`src/logic/call_return_exec_map.svh`:
```
// Opcodes, register offsets, widths and reset values for the call, return, timer and carrier executor.
`ifndef CALL_RETURN_EXEC_MAP_SVH
`define CALL_RETURN_EXEC_MAP_SVH

`define WORD_W          9
`define PAGE_W          4
`define LOW_W           7
`define NIB_W           4
`define CTRL3_W         3
`define STACK_DEPTH     8
`define SP_W            3

`define OP_RETURN_PLAIN 9'h044
`define OP_RETURN_SKIP  9'h045
`define OP_TIMER_RD     9'h057
`define OP_TIMER_WR     9'h047
`define OP_TIMER_CTRL   9'h05B
`define OP_TIMER_FLAG   9'h042
`define OP_CARRIER_RD   9'h040
`define OP_CARRIER_WR   9'h05A
`define OP_CARRIER_OUT  9'h086
`define OP_CALL_IDX     9'h050
`define OP_CALL_FAR_PFX 5'h07
`define OP_PAGE_TWO_PFX 2'h2
`define PAGE_TWO        4'h2

`define OP_CMP_IMM      9'h025
`define OP_BR_IDX       9'h001
`define OP_BR_FAR_IDX   9'h010
`define OP_BR_FAR_PFX   5'h03

`define ADDR_STATUS     8'h00
`define ADDR_MASK       8'h04
`define ADDR_CORE       8'h08
`define ADDR_PC         8'h0C
`define ADDR_TIMER      8'h10
`define ADDR_CARRIER    8'h14

`define EV_UNDERFLOW    0
`define EV_STACK_OVER   1
`define EV_STACK_UNDER  2
`define EV_W            3

`define RST_PAGE        4'h0
`define RST_LOW         7'h00
`define RST_NIB         4'h0
`define RST_BYTE        8'h00
`define RST_CTRL3       3'h0
`define RST_EV          3'h0
`define RST_WORD        32'h0000_0000

`endif

```
`src/logic/call_return_exec_pkg.sv`:
```
// Types shared by the executor and its return stack.
`default_nettype none
`include "call_return_exec_map.svh"
package call_return_exec_pkg;
  typedef enum logic [1:0] {ST_FETCH, ST_SECOND, ST_SKIP2, ST_RET} exec_state_t;
  typedef logic [`PAGE_W+`LOW_W-1:0] ret_addr_t;
endpackage
`default_nettype wire

```
`src/logic/return_stack_if.sv`:
```
// Interface between the executor and its return-address stack.
`default_nettype none
`include "call_return_exec_map.svh"
interface return_stack_if;
  import call_return_exec_pkg::*;
  logic              push;
  logic              pop;
  ret_addr_t         push_data;
  ret_addr_t         pop_data;
  logic [`SP_W-1:0]  stack_ptr;
  logic              overflow;
  logic              underflow;
  modport core  (output push, output pop, output push_data,
                 input pop_data, input stack_ptr, input overflow, input underflow);
  modport stack (input push, input pop, input push_data,
                 output pop_data, output stack_ptr, output overflow, output underflow);
endinterface
`default_nettype wire

```
`src/logic/return_stack.sv`:
```
// Fixed-depth return-address stack with a wrapping pointer.
`default_nettype none
`include "call_return_exec_map.svh"
module return_stack
  import call_return_exec_pkg::*;
(
  input  wire logic     pclk,
  input  wire logic     presetn,
  return_stack_if.stack sk
);
  ret_addr_t return_stack_mem [`STACK_DEPTH];

  // The pointer wraps in both directions so a runaway program stays deterministic.
  always_ff @(posedge pclk or negedge presetn) begin
    if (!presetn) begin
      sk.stack_ptr <= '0;
    end else if (sk.push) begin
      sk.stack_ptr <= sk.stack_ptr + 1'b1;
    end else if (sk.pop) begin
      sk.stack_ptr <= sk.stack_ptr - 1'b1;
    end
  end

  always_ff @(posedge pclk) begin
    if (sk.push) begin
      return_stack_mem[sk.stack_ptr] <= sk.push_data;
    end
  end

  always_ff @(posedge pclk or negedge presetn) begin
    if (!presetn) begin
      sk.pop_data <= '0;
    end else if (sk.pop) begin
      sk.pop_data <= return_stack_mem[sk.stack_ptr - 1'b1];
    end
  end

  always_ff @(posedge pclk or negedge presetn) begin
    if (!presetn) begin
      sk.overflow  <= 1'b0;
      sk.underflow <= 1'b0;
    end else begin
      sk.overflow  <= sk.push && (sk.stack_ptr == {`SP_W{1'b1}});
      sk.underflow <= sk.pop && (sk.stack_ptr == '0);
    end
  end
endmodule
`default_nettype wire

```
`src/logic/call_return_exec.sv`:
```
// Executor for subroutine calls, returns, timer 1 and carrier instructions, with an APB register window.
`default_nettype none
`include "call_return_exec_map.svh"

module call_return_exec
  import call_return_exec_pkg::*;
(
  input  wire logic                pclk,
  input  wire logic                presetn,
  input  wire logic                psel,
  input  wire logic                penable,
  input  wire logic                pwrite,
  input  wire logic [7:0]          paddr,
  input  wire logic [31:0]         pwdata,
  output logic      [31:0]         prdata,
  output logic                     pready,
  output logic                     pslverr,
  input  wire logic [`WORD_W-1:0]  instr_word,
  input  wire logic                instr_valid,
  output logic                     instr_ready,
  output logic      [`PAGE_W-1:0]  pc_page,
  output logic      [`LOW_W-1:0]   pc_low,
  output logic                     carrier_out_latch,
  output logic                     irq
);
  exec_state_t               state;
  exec_state_t               next_state;
  logic [`WORD_W-1:0]        first_word;
  logic                      skip_next;
  logic [`NIB_W-1:0]         acc;
  logic [`NIB_W-1:0]         b;
  logic [2*`NIB_W-1:0]       timer_count;
  logic [2*`NIB_W-1:0]       timer_reload;
  logic [`CTRL3_W-1:0]       timer_ctrl_reg;
  logic                      timer_underflow_flag;
  logic [`CTRL3_W-1:0]       carrier_ctrl;
  logic [`EV_W-1:0]          status;
  logic [`EV_W-1:0]          mask;
  ret_addr_t                 next_pc;
  ret_addr_t                 pc_inc;
  logic                      take;
  logic                      exec;
  logic                      set_skip;
  logic                      clr_skip;
  logic                      timer_underflow;
  logic                      apb_done;
  logic                      apb_start;
  logic [31:0]               read_mux;
  logic                      unmapped;
  logic [`EV_W-1:0]          events;

  return_stack_if sk ();

  return_stack u_stack (
    .pclk    (pclk),
    .presetn (presetn),
    .sk      (sk)
  );

  // First words of every two-word instruction, so a skip can pass over both words.
  function automatic logic is_two_word(input logic [`WORD_W-1:0] w);
    is_two_word = (w[8:4] == `OP_CALL_FAR_PFX) || (w == `OP_CALL_IDX) || (w == `OP_CMP_IMM) ||
                  (w[8:4] == `OP_BR_FAR_PFX) || (w == `OP_BR_IDX) || (w == `OP_BR_FAR_IDX);
  endfunction

  assign take   = instr_valid && instr_ready;
  assign exec   = take && (state == ST_FETCH) && !skip_next;
  assign pc_inc = {pc_page, pc_low} + 1'b1;

  always_comb begin
    next_state   = state;
    next_pc      = {pc_page, pc_low};
    sk.push      = 1'b0;
    sk.pop       = 1'b0;
    sk.push_data = pc_inc;
    set_skip     = 1'b0;
    clr_skip     = 1'b0;
    case (state)
      ST_FETCH: begin
        if (take) begin
          next_pc = pc_inc;
          if (skip_next) begin
            clr_skip = 1'b1;
            if (is_two_word(instr_word)) begin
              next_state = ST_SKIP2;
            end
          end else if (instr_word[8:7] == `OP_PAGE_TWO_PFX) begin
            sk.push = 1'b1;
            next_pc = {`PAGE_TWO, instr_word[`LOW_W-1:0]};
          end else if (instr_word[8:4] == `OP_CALL_FAR_PFX || instr_word == `OP_CALL_IDX) begin
            next_state = ST_SECOND;
          end else if (instr_word == `OP_RETURN_PLAIN || instr_word == `OP_RETURN_SKIP) begin
            sk.pop     = 1'b1;
            next_state = ST_RET;
          end else if (instr_word == `OP_TIMER_FLAG && timer_underflow_flag) begin
            set_skip = 1'b1;
          end
        end
      end
      ST_SECOND: begin
        if (take) begin
          sk.push    = 1'b1;
          next_state = ST_FETCH;
          if (first_word == `OP_CALL_IDX) begin
            next_pc = {instr_word[3:0], instr_word[6:4], acc};
          end else begin
            next_pc = {first_word[3:0], instr_word[`LOW_W-1:0]};
          end
        end
      end
      ST_SKIP2: begin
        if (take) begin
          next_pc    = pc_inc;
          next_state = ST_FETCH;
        end
      end
      ST_RET: begin
        next_pc    = sk.pop_data;
        next_state = ST_FETCH;
        if (first_word == `OP_RETURN_SKIP) begin
          set_skip = 1'b1;
        end
      end
      default: begin
        next_state = ST_FETCH;
      end
    endcase
  end

  // Fetch is held off during the second cycle of a return, while the stack read lands.
  always_ff @(posedge pclk or negedge presetn) begin
    if (!presetn) begin
      state       <= ST_FETCH;
      instr_ready <= 1'b0;
      pc_page     <= `RST_PAGE;
      pc_low      <= `RST_LOW;
      first_word  <= '0;
    end else begin
      state       <= next_state;
      instr_ready <= (next_state != ST_RET);
      pc_page     <= next_pc[`PAGE_W+`LOW_W-1:`LOW_W];
      pc_low      <= next_pc[`LOW_W-1:0];
      if (take && state == ST_FETCH) begin
        first_word <= instr_word;
      end
    end
  end

  always_ff @(posedge pclk or negedge presetn) begin
    if (!presetn) begin
      skip_next <= 1'b0;
    end else if (set_skip) begin
      skip_next <= 1'b1;
    end else if (clr_skip) begin
      skip_next <= 1'b0;
    end
  end

  // Instruction writes win over a software write to the same cycle.
  always_ff @(posedge pclk or negedge presetn) begin
    if (!presetn) begin
      acc <= `RST_NIB;
      b   <= `RST_NIB;
    end else if (exec && instr_word == `OP_TIMER_RD) begin
      b   <= timer_count[2*`NIB_W-1:`NIB_W];
      acc <= timer_count[`NIB_W-1:0];
    end else if (exec && instr_word == `OP_CARRIER_RD) begin
      acc[`CTRL3_W-1:0] <= carrier_ctrl;
    end else if (apb_done && pwrite && paddr == `ADDR_CORE) begin
      acc <= pwdata[`NIB_W-1:0];
      b   <= pwdata[2*`NIB_W-1:`NIB_W];
    end
  end

  assign timer_underflow = timer_ctrl_reg[0] && (timer_count == '0);

  // The timer counts down once per clock while running and reloads on underflow.
  always_ff @(posedge pclk or negedge presetn) begin
    if (!presetn) begin
      timer_count  <= `RST_BYTE;
      timer_reload <= `RST_BYTE;
    end else begin
      if (exec && instr_word == `OP_TIMER_WR) begin
        timer_reload <= {b, acc};
      end
      if (exec && instr_word == `OP_TIMER_WR && !timer_ctrl_reg[0]) begin
        timer_count <= {b, acc};
      end else if (timer_underflow) begin
        timer_count <= timer_reload;
      end else if (timer_ctrl_reg[0]) begin
        timer_count <= timer_count - 1'b1;
      end
    end
  end

  always_ff @(posedge pclk or negedge presetn) begin
    if (!presetn) begin
      timer_ctrl_reg <= `RST_CTRL3;
    end else if (exec && instr_word == `OP_TIMER_CTRL) begin
      timer_ctrl_reg <= acc[`CTRL3_W-1:0];
    end
  end

  // A fresh underflow in the clearing cycle keeps the flag set.
  always_ff @(posedge pclk or negedge presetn) begin
    if (!presetn) begin
      timer_underflow_flag <= 1'b0;
    end else if (timer_underflow) begin
      timer_underflow_flag <= 1'b1;
    end else if (exec && instr_word == `OP_TIMER_FLAG) begin
      timer_underflow_flag <= 1'b0;
    end
  end

  always_ff @(posedge pclk or negedge presetn) begin
    if (!presetn) begin
      carrier_ctrl      <= `RST_CTRL3;
      carrier_out_latch <= 1'b0;
    end else if (exec && instr_word == `OP_CARRIER_WR) begin
      carrier_ctrl      <= acc[`CTRL3_W-1:0];
      carrier_out_latch <= 1'b0;
    end else if (exec && instr_word == `OP_CARRIER_OUT) begin
      carrier_out_latch <= acc[`NIB_W-1];
    end
  end

  assign apb_start = psel && penable && !pready;
  assign apb_done  = psel && penable && pready;

  always_comb begin
    read_mux = `RST_WORD;
    unmapped = 1'b0;
    if (paddr == `ADDR_STATUS) begin
      read_mux[`EV_W-1:0] = status;
    end else if (paddr == `ADDR_MASK) begin
      read_mux[`EV_W-1:0] = mask;
    end else if (paddr == `ADDR_CORE) begin
      read_mux[2*`NIB_W-1:0] = {b, acc};
    end else if (paddr == `ADDR_PC) begin
      read_mux[`SP_W+`PAGE_W+`LOW_W-1:0] = {sk.stack_ptr, pc_page, pc_low};
    end else if (paddr == `ADDR_TIMER) begin
      read_mux[`CTRL3_W+4*`NIB_W:0] = {timer_underflow_flag, timer_ctrl_reg, timer_reload, timer_count};
    end else if (paddr == `ADDR_CARRIER) begin
      read_mux[`CTRL3_W:0] = {carrier_out_latch, carrier_ctrl};
    end else begin
      unmapped = 1'b1;
    end
  end

  // The answer is registered, so every access spends exactly one wait state.
  always_ff @(posedge pclk or negedge presetn) begin
    if (!presetn) begin
      pready  <= 1'b0;
      prdata  <= `RST_WORD;
      pslverr <= 1'b0;
    end else begin
      pready  <= apb_start;
      pslverr <= apb_start && unmapped;
      if (apb_start) begin
        prdata <= pwrite ? `RST_WORD : read_mux;
      end
    end
  end

  always_ff @(posedge pclk or negedge presetn) begin
    if (!presetn) begin
      mask <= `RST_EV;
    end else if (apb_done && pwrite && paddr == `ADDR_MASK) begin
      mask <= pwdata[`EV_W-1:0];
    end
  end

  assign events = {sk.underflow, sk.overflow, timer_underflow};

  // A read clears only the bits it reported, so an event after the sample is never lost.
  always_ff @(posedge pclk or negedge presetn) begin
    if (!presetn) begin
      status <= `RST_EV;
    end else if (apb_done && !pwrite && paddr == `ADDR_STATUS) begin
      status <= (status & ~prdata[`EV_W-1:0]) | events;
    end else begin
      status <= status | events;
    end
  end

  always_ff @(posedge pclk or negedge presetn) begin
    if (!presetn) begin
      irq <= 1'b0;
    end else begin
      irq <= |(status & mask);
    end
  end
endmodule
`default_nettype wire

```
`config.mk`:
```
export PLATFORM = sky130hd
export DESIGN_NAME = call_return_exec
export DESIGN_NICKNAME = d
export VERILOG_FILES = /design/src/logic/call_return_exec_pkg.sv /design/src/logic/return_stack_if.sv /design/src/logic/return_stack.sv /design/src/logic/call_return_exec.sv
export VERILOG_INCLUDE_DIRS = /design/src /design/src/logic
export SDC_FILE = /design/constraint.sdc
export NUM_CORES = 1
export LEC_CHECK = 0
export ABC_AREA = 1
export ABC_CLOCK_PERIOD_IN_PS = 2200
export BUFFER_PORTS_ARGS = -buffer_cell sky130_fd_sc_hd__clkbuf_2
export CORE_ASPECT_RATIO = 2
export CORE_UTILIZATION = 53
export CTS_CLUSTER_DIAMETER = 150
export DETAILED_ROUTE_END_ITERATION = 10
export MAX_ROUTING_LAYER = met4
export PLACE_DENSITY = 0.76
export SETUP_SLACK_MARGIN = 0.02
export SYNTH_ARGS = -nofsm -noshare
export SYNTH_HDL_FRONTEND = slang
export SYNTH_SLANG_ARGS = --single-unit
```
`constraint.sdc`:
```
create_clock -name pclk -period 2.2 [get_ports pclk]
set_input_delay 0.22 -clock pclk [delete_from_list [all_inputs] [get_ports pclk]]
set_output_delay 0.22 -clock pclk [all_outputs]
set_load 0.005 [all_outputs]
```
Word-level counts from Yosys, hierarchy flattened
Memory sizes are Yosys's and may differ from the RTL's. A register that Yosys moved wholly into a read port is not among the register bits.
Cells that the tools add are included.

word-level totals
  flip-flop bits (word level) = 102
  bits in writable memories = 88
  output and inout bits = 48
  logic and storage cells = 192
  memories = 1

cells by class
  add/subtract/negate cells = 4
  eq/ne operators = 32
  muxes and demuxes = 76
  bitwise gates (word level) = 5
  reductions and logical operators = 50

memories
  memory                    words  width  read ports  clocked after memory_dff  wr ports  RTL line            RTL
  u_stack.return_stack_mem  8      11     1           1                         1         return_stack.sv:11  ret_addr_t return_stack_mem [`STACK_DEPTH];

operators with widths
  operator                                                               number
  9-bit by 7-bit equality test with 1-bit output, second input constant  11
  11-bit two-way mux                                                     6
  11-bit case mux with 4 select lines                                    1
  1-bit two-way mux                                                      35
  17-bit two-way mux                                                     2
  8-bit two-way mux                                                      4
  4-bit two-way mux                                                      7
  1-bit logical AND                                                      24
  20-bit two-way mux                                                     1
  3-bit two-way mux                                                      6
  8-bit by 4-bit equality test with 1-bit output, second input constant  2
  8-bit by 5-bit equality test with 1-bit output, second input constant  2
  8-bit zero test                                                        2
  16-bit two-way mux                                                     1
  14-bit two-way mux                                                     1
  2-bit two-way mux                                                      7
  12-bit two-way mux                                                     1
  11-bit by 1-bit adder with 11-bit output, second input constant        1
  2-bit inequality test, second input constant                           5
  2-bit nonzero test                                                     5
  9-bit by 1-bit equality test with 1-bit output, second input constant  1
  9-bit by 5-bit equality test with 1-bit output, second input constant  1
  9-bit by 6-bit equality test with 1-bit output, second input constant  1
  9-bit by 8-bit equality test with 1-bit output, second input constant  1
  24 further kinds                                                       39

Longest topological paths before layout
  depth in word-level cells = 11
  mapped depth = 12
  depth with buffers taken out = 12

Cells and area by module
From an unflattened synthesis, not the netlist that was laid out.

second synthesis, totals
  cell total of the unflattened synthesis = 1171
  area, all modules = 9922.0 µm²

by module, submodules not included
  module            instances  cells each  area each (µm²)  seq. area each (µm²)
  call_return_exec  1          747         5466.5           2127.0
  return_stack      1          424         4455.5           3042.9

Least setup slack after synthesis
Ideal clock, no wire load.

  path kind = flip-flop to flip-flop
  start point = reg state[1]
  end point = mem u_stack.return_stack_mem[0][0] (netlist bit) (enable)
  library setup time = 0.378 ns
  arrival time = 1.741 ns
  data required time = 1.822 ns
  slack = 0.081 ns
  cell stages (with the launch flop) = 8
  buffers on the path = 1
  period minus slack after synthesis = 2.119 ns
  cell sequence = dfrtp_1 inv_1 ha_1 buf_4 inv_1 o22ai_2 nand2_1 nor2_1

on the way
  cells in the longest elaborated chain, start to end = 4
  elaborated cells between the ends (all ways) = 5

ends and longest elaborated chain
  element                                                                                   RTL line                 RTL
  from (decl)                                                                               call_return_exec.sv:26   exec_state_t state;
  from (signal assigned)                                                                    call_return_exec.sv:139  state <= next_state;
  2-bit by 1-bit equality test with 1-bit output / 2-bit zero test (equally long branches)  call_return_exec.sv:78   case (state)
  1-bit case mux with 2 select lines (*)                                                    call_return_exec.sv:78
  1-bit two-way mux (*)                                                                     return_stack.sv:25       if (sk.push) begin
  1-bit two-way mux (implied by the code) (*)                                               return_stack.sv:26       return_stack_mem[sk.stack_ptr] <= sk.push_data;
  to (decl)                                                                                 return_stack.sv:11

Mark *: on every way between the ends. The rest lies on a longest branch, timed or not.

Worst setup path after layout
  start point = reg state[1]
  end point = mem u_stack.return_stack_mem[5][4] (netlist bit) (enable)

The elaborated chain is that of the path after synthesis.

==> flow_metrics.env <==
export IMPL_tightest_slew_ps=865
export IMPL_place_area_um2=10500
export IMPL_antenna_found_initial=0
export IMPL_grt_overflow_total=0
export IMPL_async_flop_share=0.534
export IMPL_power_leakage_nw=5.12
export IMPL_use_met2=0.561
export IMPL_setup_violations=0
export IMPL_timing_setup_tns_ps=0
export IMPL_hold_class="in -> reg"
export IMPL_start_util=0.542
export IMPL_antenna_left=0
export IMPL_postSynthCellCount=1127
export IMPL_top_regs="u_stack.return_stack_mem (88), prdata (20), u_stack.sk.pop_data (11)"
export IMPL_rrSetupSlack_ps=120
export IMPL_cts_made_buffers=17
export IMPL_crit_start="state[1]"
export IMPL_route_vias_total=8144
export IMPL_syn_to_final_growth_pct=15.4
export IMPL_yosysTopAreaCell="edfxtp_1"
export IMPL_hold_path_depth=3
export IMPL_grt_pass1_wl_mm=41.3
export IMPL_port_buffers=66
export IMPL_maxCapViolations=0
export IMPL_endpoint_kind="flip-flop"
export IMPL_drive_above_1_share=0.143
export IMPL_start_kind="flip-flop"
export IMPL_cts_tree="built"
export IMPL_min_from="pwdata[7]"
export IMPL_ys_flop_type="dfrtp_1"
export IMPL_rsz0062_at_grt="yes"
export IMPL_yosysWarnings=0
export IMPL_grt_use_met3=0.0422
export IMPL_pre_cts_ws_ps=121
export IMPL_die_area_um2=18700
export IMPL_regToRegStartpoint="state[1]"
export IMPL_vias_per_cell=5.62
export IMPL_power_w=0.0125
export IMPL_reg2regPathDepth=8
export IMPL_peakVddDrop_mv=0.685
export IMPL_synth_edf_count=88
export IMPL_synth_most_common_cell="nand2_1"
export IMPL_max_freq_mhz=480
export IMPL_grt_usage=0.305
export IMPL_fin_nets=1287
export IMPL_place_congestion=0.987
export IMPL_crit_fanout=11
export IMPL_rows=69
export IMPL_synthTopCellsByArea="edfxtp_1, dfrtp_1, nand2_1"
export IMPL_drv_slew=0
export IMPL_htreeDepth=4
export IMPL_crit_type="reg -> reg"
export IMPL_slew_headroom=0.409
export IMPL_worstPathRequired_ps=2350
export IMPL_p_per_area_nw_per_um2=1130
export IMPL_design_core_area_um2=17700
export IMPL_hpwl_mm=20.1
export IMPL_routed_wl_mm=26.7
export IMPL_fp_dieW_um=97.1
export IMPL_drc=0
export IMPL_ys_seq_elements=189
export IMPL_num_antenna_cells=0
export IMPL_grt_max_degree=49
export IMPL_finClkSkew_ps=8.44
export IMPL_seq_area_frac_synth=0.539
export IMPL_status="completed"
export IMPL_cts_sinks=189
export IMPL_finalHoldViolCount=0
export IMPL_cts_buffer_depth=2
export IMPL_hold_end="b[3]"
export IMPL_yosys_top_cells_count="nand2_1, o21ai_0, nor2_1"
export IMPL_min_period_ps=2080
export IMPL_synth_top_area_share=0.276
export IMPL_syn_avg_cell_area_um2=8.51
export IMPL_first_pass_iters=5
export IMPL_synth_distinct_cells=51
export IMPL_clkTransAtPathRegs_ps=70
export IMPL_synth_area_um2=9590
export IMPL_pin_count=103
export IMPL_wire_per_inst_um=18.4
export IMPL_cts_root_buf="clkbuf_16"
export IMPL_fill_cells=1462
export IMPL_grt_pass1_vias=8115
export IMPL_worst_skew_pair_late_latency_ps=440
export IMPL_largest_reg_flops=88
export IMPL_first_iter_violations=499
export IMPL_fin_crit_sh=0.947
export IMPL_die_h_um=192
export IMPL_grt_util_met1=0.270
export IMPL_fin_area_um2=11100
export IMPL_arrival_ps=2230
export IMPL_top_usage_layer="met2"
export IMPL_top_register="u_stack.return_stack_mem"
export IMPL_layout_setup_ws_ps=116
export IMPL_regToRegEndpoint="u_stack.return_stack_mem[5][4]"
==> cells by family (layout without fill, tap and decap cells) <==
logic type      after synthesis  after routing  share of synthesized area
fa+ha+maj                    10             10                     0.0130
simple gates                528            528                      0.240
other cells                   1             12                   0.000391
flops                       189            189                      0.539
buf+inv                     177            274                     0.0778
mux                           9              9                    0.00953
compound gates              206            206                      0.114
xor+xnor                      7              7                    0.00639
==> layout make-up <==
class | count | area [um2] | area share
Timing Repair Buffer | 112 | 818 | 0.0739
Sequential cell | 189 | 5170 | 0.467
Multi-Input combinational cell | 772 | 3730 | 0.337
Clock inverter | 13 | 160 | 0.0145
Tap cell | 213 | 267 | 0.0241
Inverter | 130 | 493 | 0.0445
Clock buffer | 19 | 433 | 0.0391
==> routing by layer <==
metal  up-vias  wire (um)
met3       117       1090
met4         0       2350
met2       290      14600
met1      3844       8620
met5         -          0
li1       3893          -
==> per-stage QoR <==
stage	utilization	hold WS (ps)	instances
floorplan	-	-75.6	1138
detailed placement	0.591	116	1415
global placement	0.591	113	1415
finish	0.625	79.1	1448
CTS	0.625	76.8	1448
global route	0.625	86.0	1448
==> report_power, final <==
group / switching [W] / internal (W) / leakage, nW
logic: 0.00302 / 0.00149 / 2.77
registers: 0.000404 / 0.00444 / 2.07
clock network: 0.00139 / 0.00171 / 0.279
==> worst max-delay path, cell delays in order (launching register included) <==
cell,delay (ps)
dfrtp_1,430
inv_1,120
ha_1,200
inv_1,110
o22ai_2,170
buf_4,190
nand2_1,150
nor2_1,230
buf_12,180
==> placed cells by master, fill, tap and decap left out, types with 3 or more instances in the layout <==
cell type / synthesis / routed
dfrtp_1: 101 / 101
inv_6: 1 / 4
inv_1: 119 / 119
o221ai_1: 3 / 3
nor2_4: 3 / 3
a21oi_1: 21 / 21
o21bai_1: 3 / 3
nor3_1: 9 / 9
buf_4: 15 / 35
o22ai_1: 3 / 3
conb_1: 1 / 12
nand2_2: 3 / 3
nand4_1: 16 / 16
inv_2: 9 / 9
ha_1: 10 / 9
o211ai_1: 5 / 5
mux2i_1: 8 / 8
nor4_1: 3 / 3
nor2_2: 3 / 7
o21ai_1: 18 / 19
clkbuf_16: 0 / 17
clkinvlp_4: 0 / 3
nand3_1: 86 / 86
buf_12: 0 / 11
edfxtp_1: 88 / 88
xor2_1: 6 / 6
nor2_1: 123 / 119
and2_1: 4 / 3
o21ai_0: 144 / 143
nand2_1: 265 / 265
clkbuf_2: 0 / 65
==> timing repair <==
action | CTS | global route
endpoints found under the hold margin | 69 | 0
hold buffers | 1 | 0
setup endpoints to repair | 0 | 38
setup buffers | 0 | 0
resized for setup | 0 | 7
==> how the worst max path moves through the flow <==
stage | end | slack (ps) | cells after the start
3_3_place_gp | u_stack.return_stack_mem[3][4] | 200 | 8
5_1_grt | acc[1] | -10 | 11
4_1_cts | acc[1] | 90 | 11
6_report | u_stack.return_stack_mem[5][4] | 120 | 8
2_1_floorplan | u_stack.return_stack_mem[0][0] | 80 | 7
3_5_place_dp | acc[1] | 120 | 11
(Power assumes the default switching activity.)
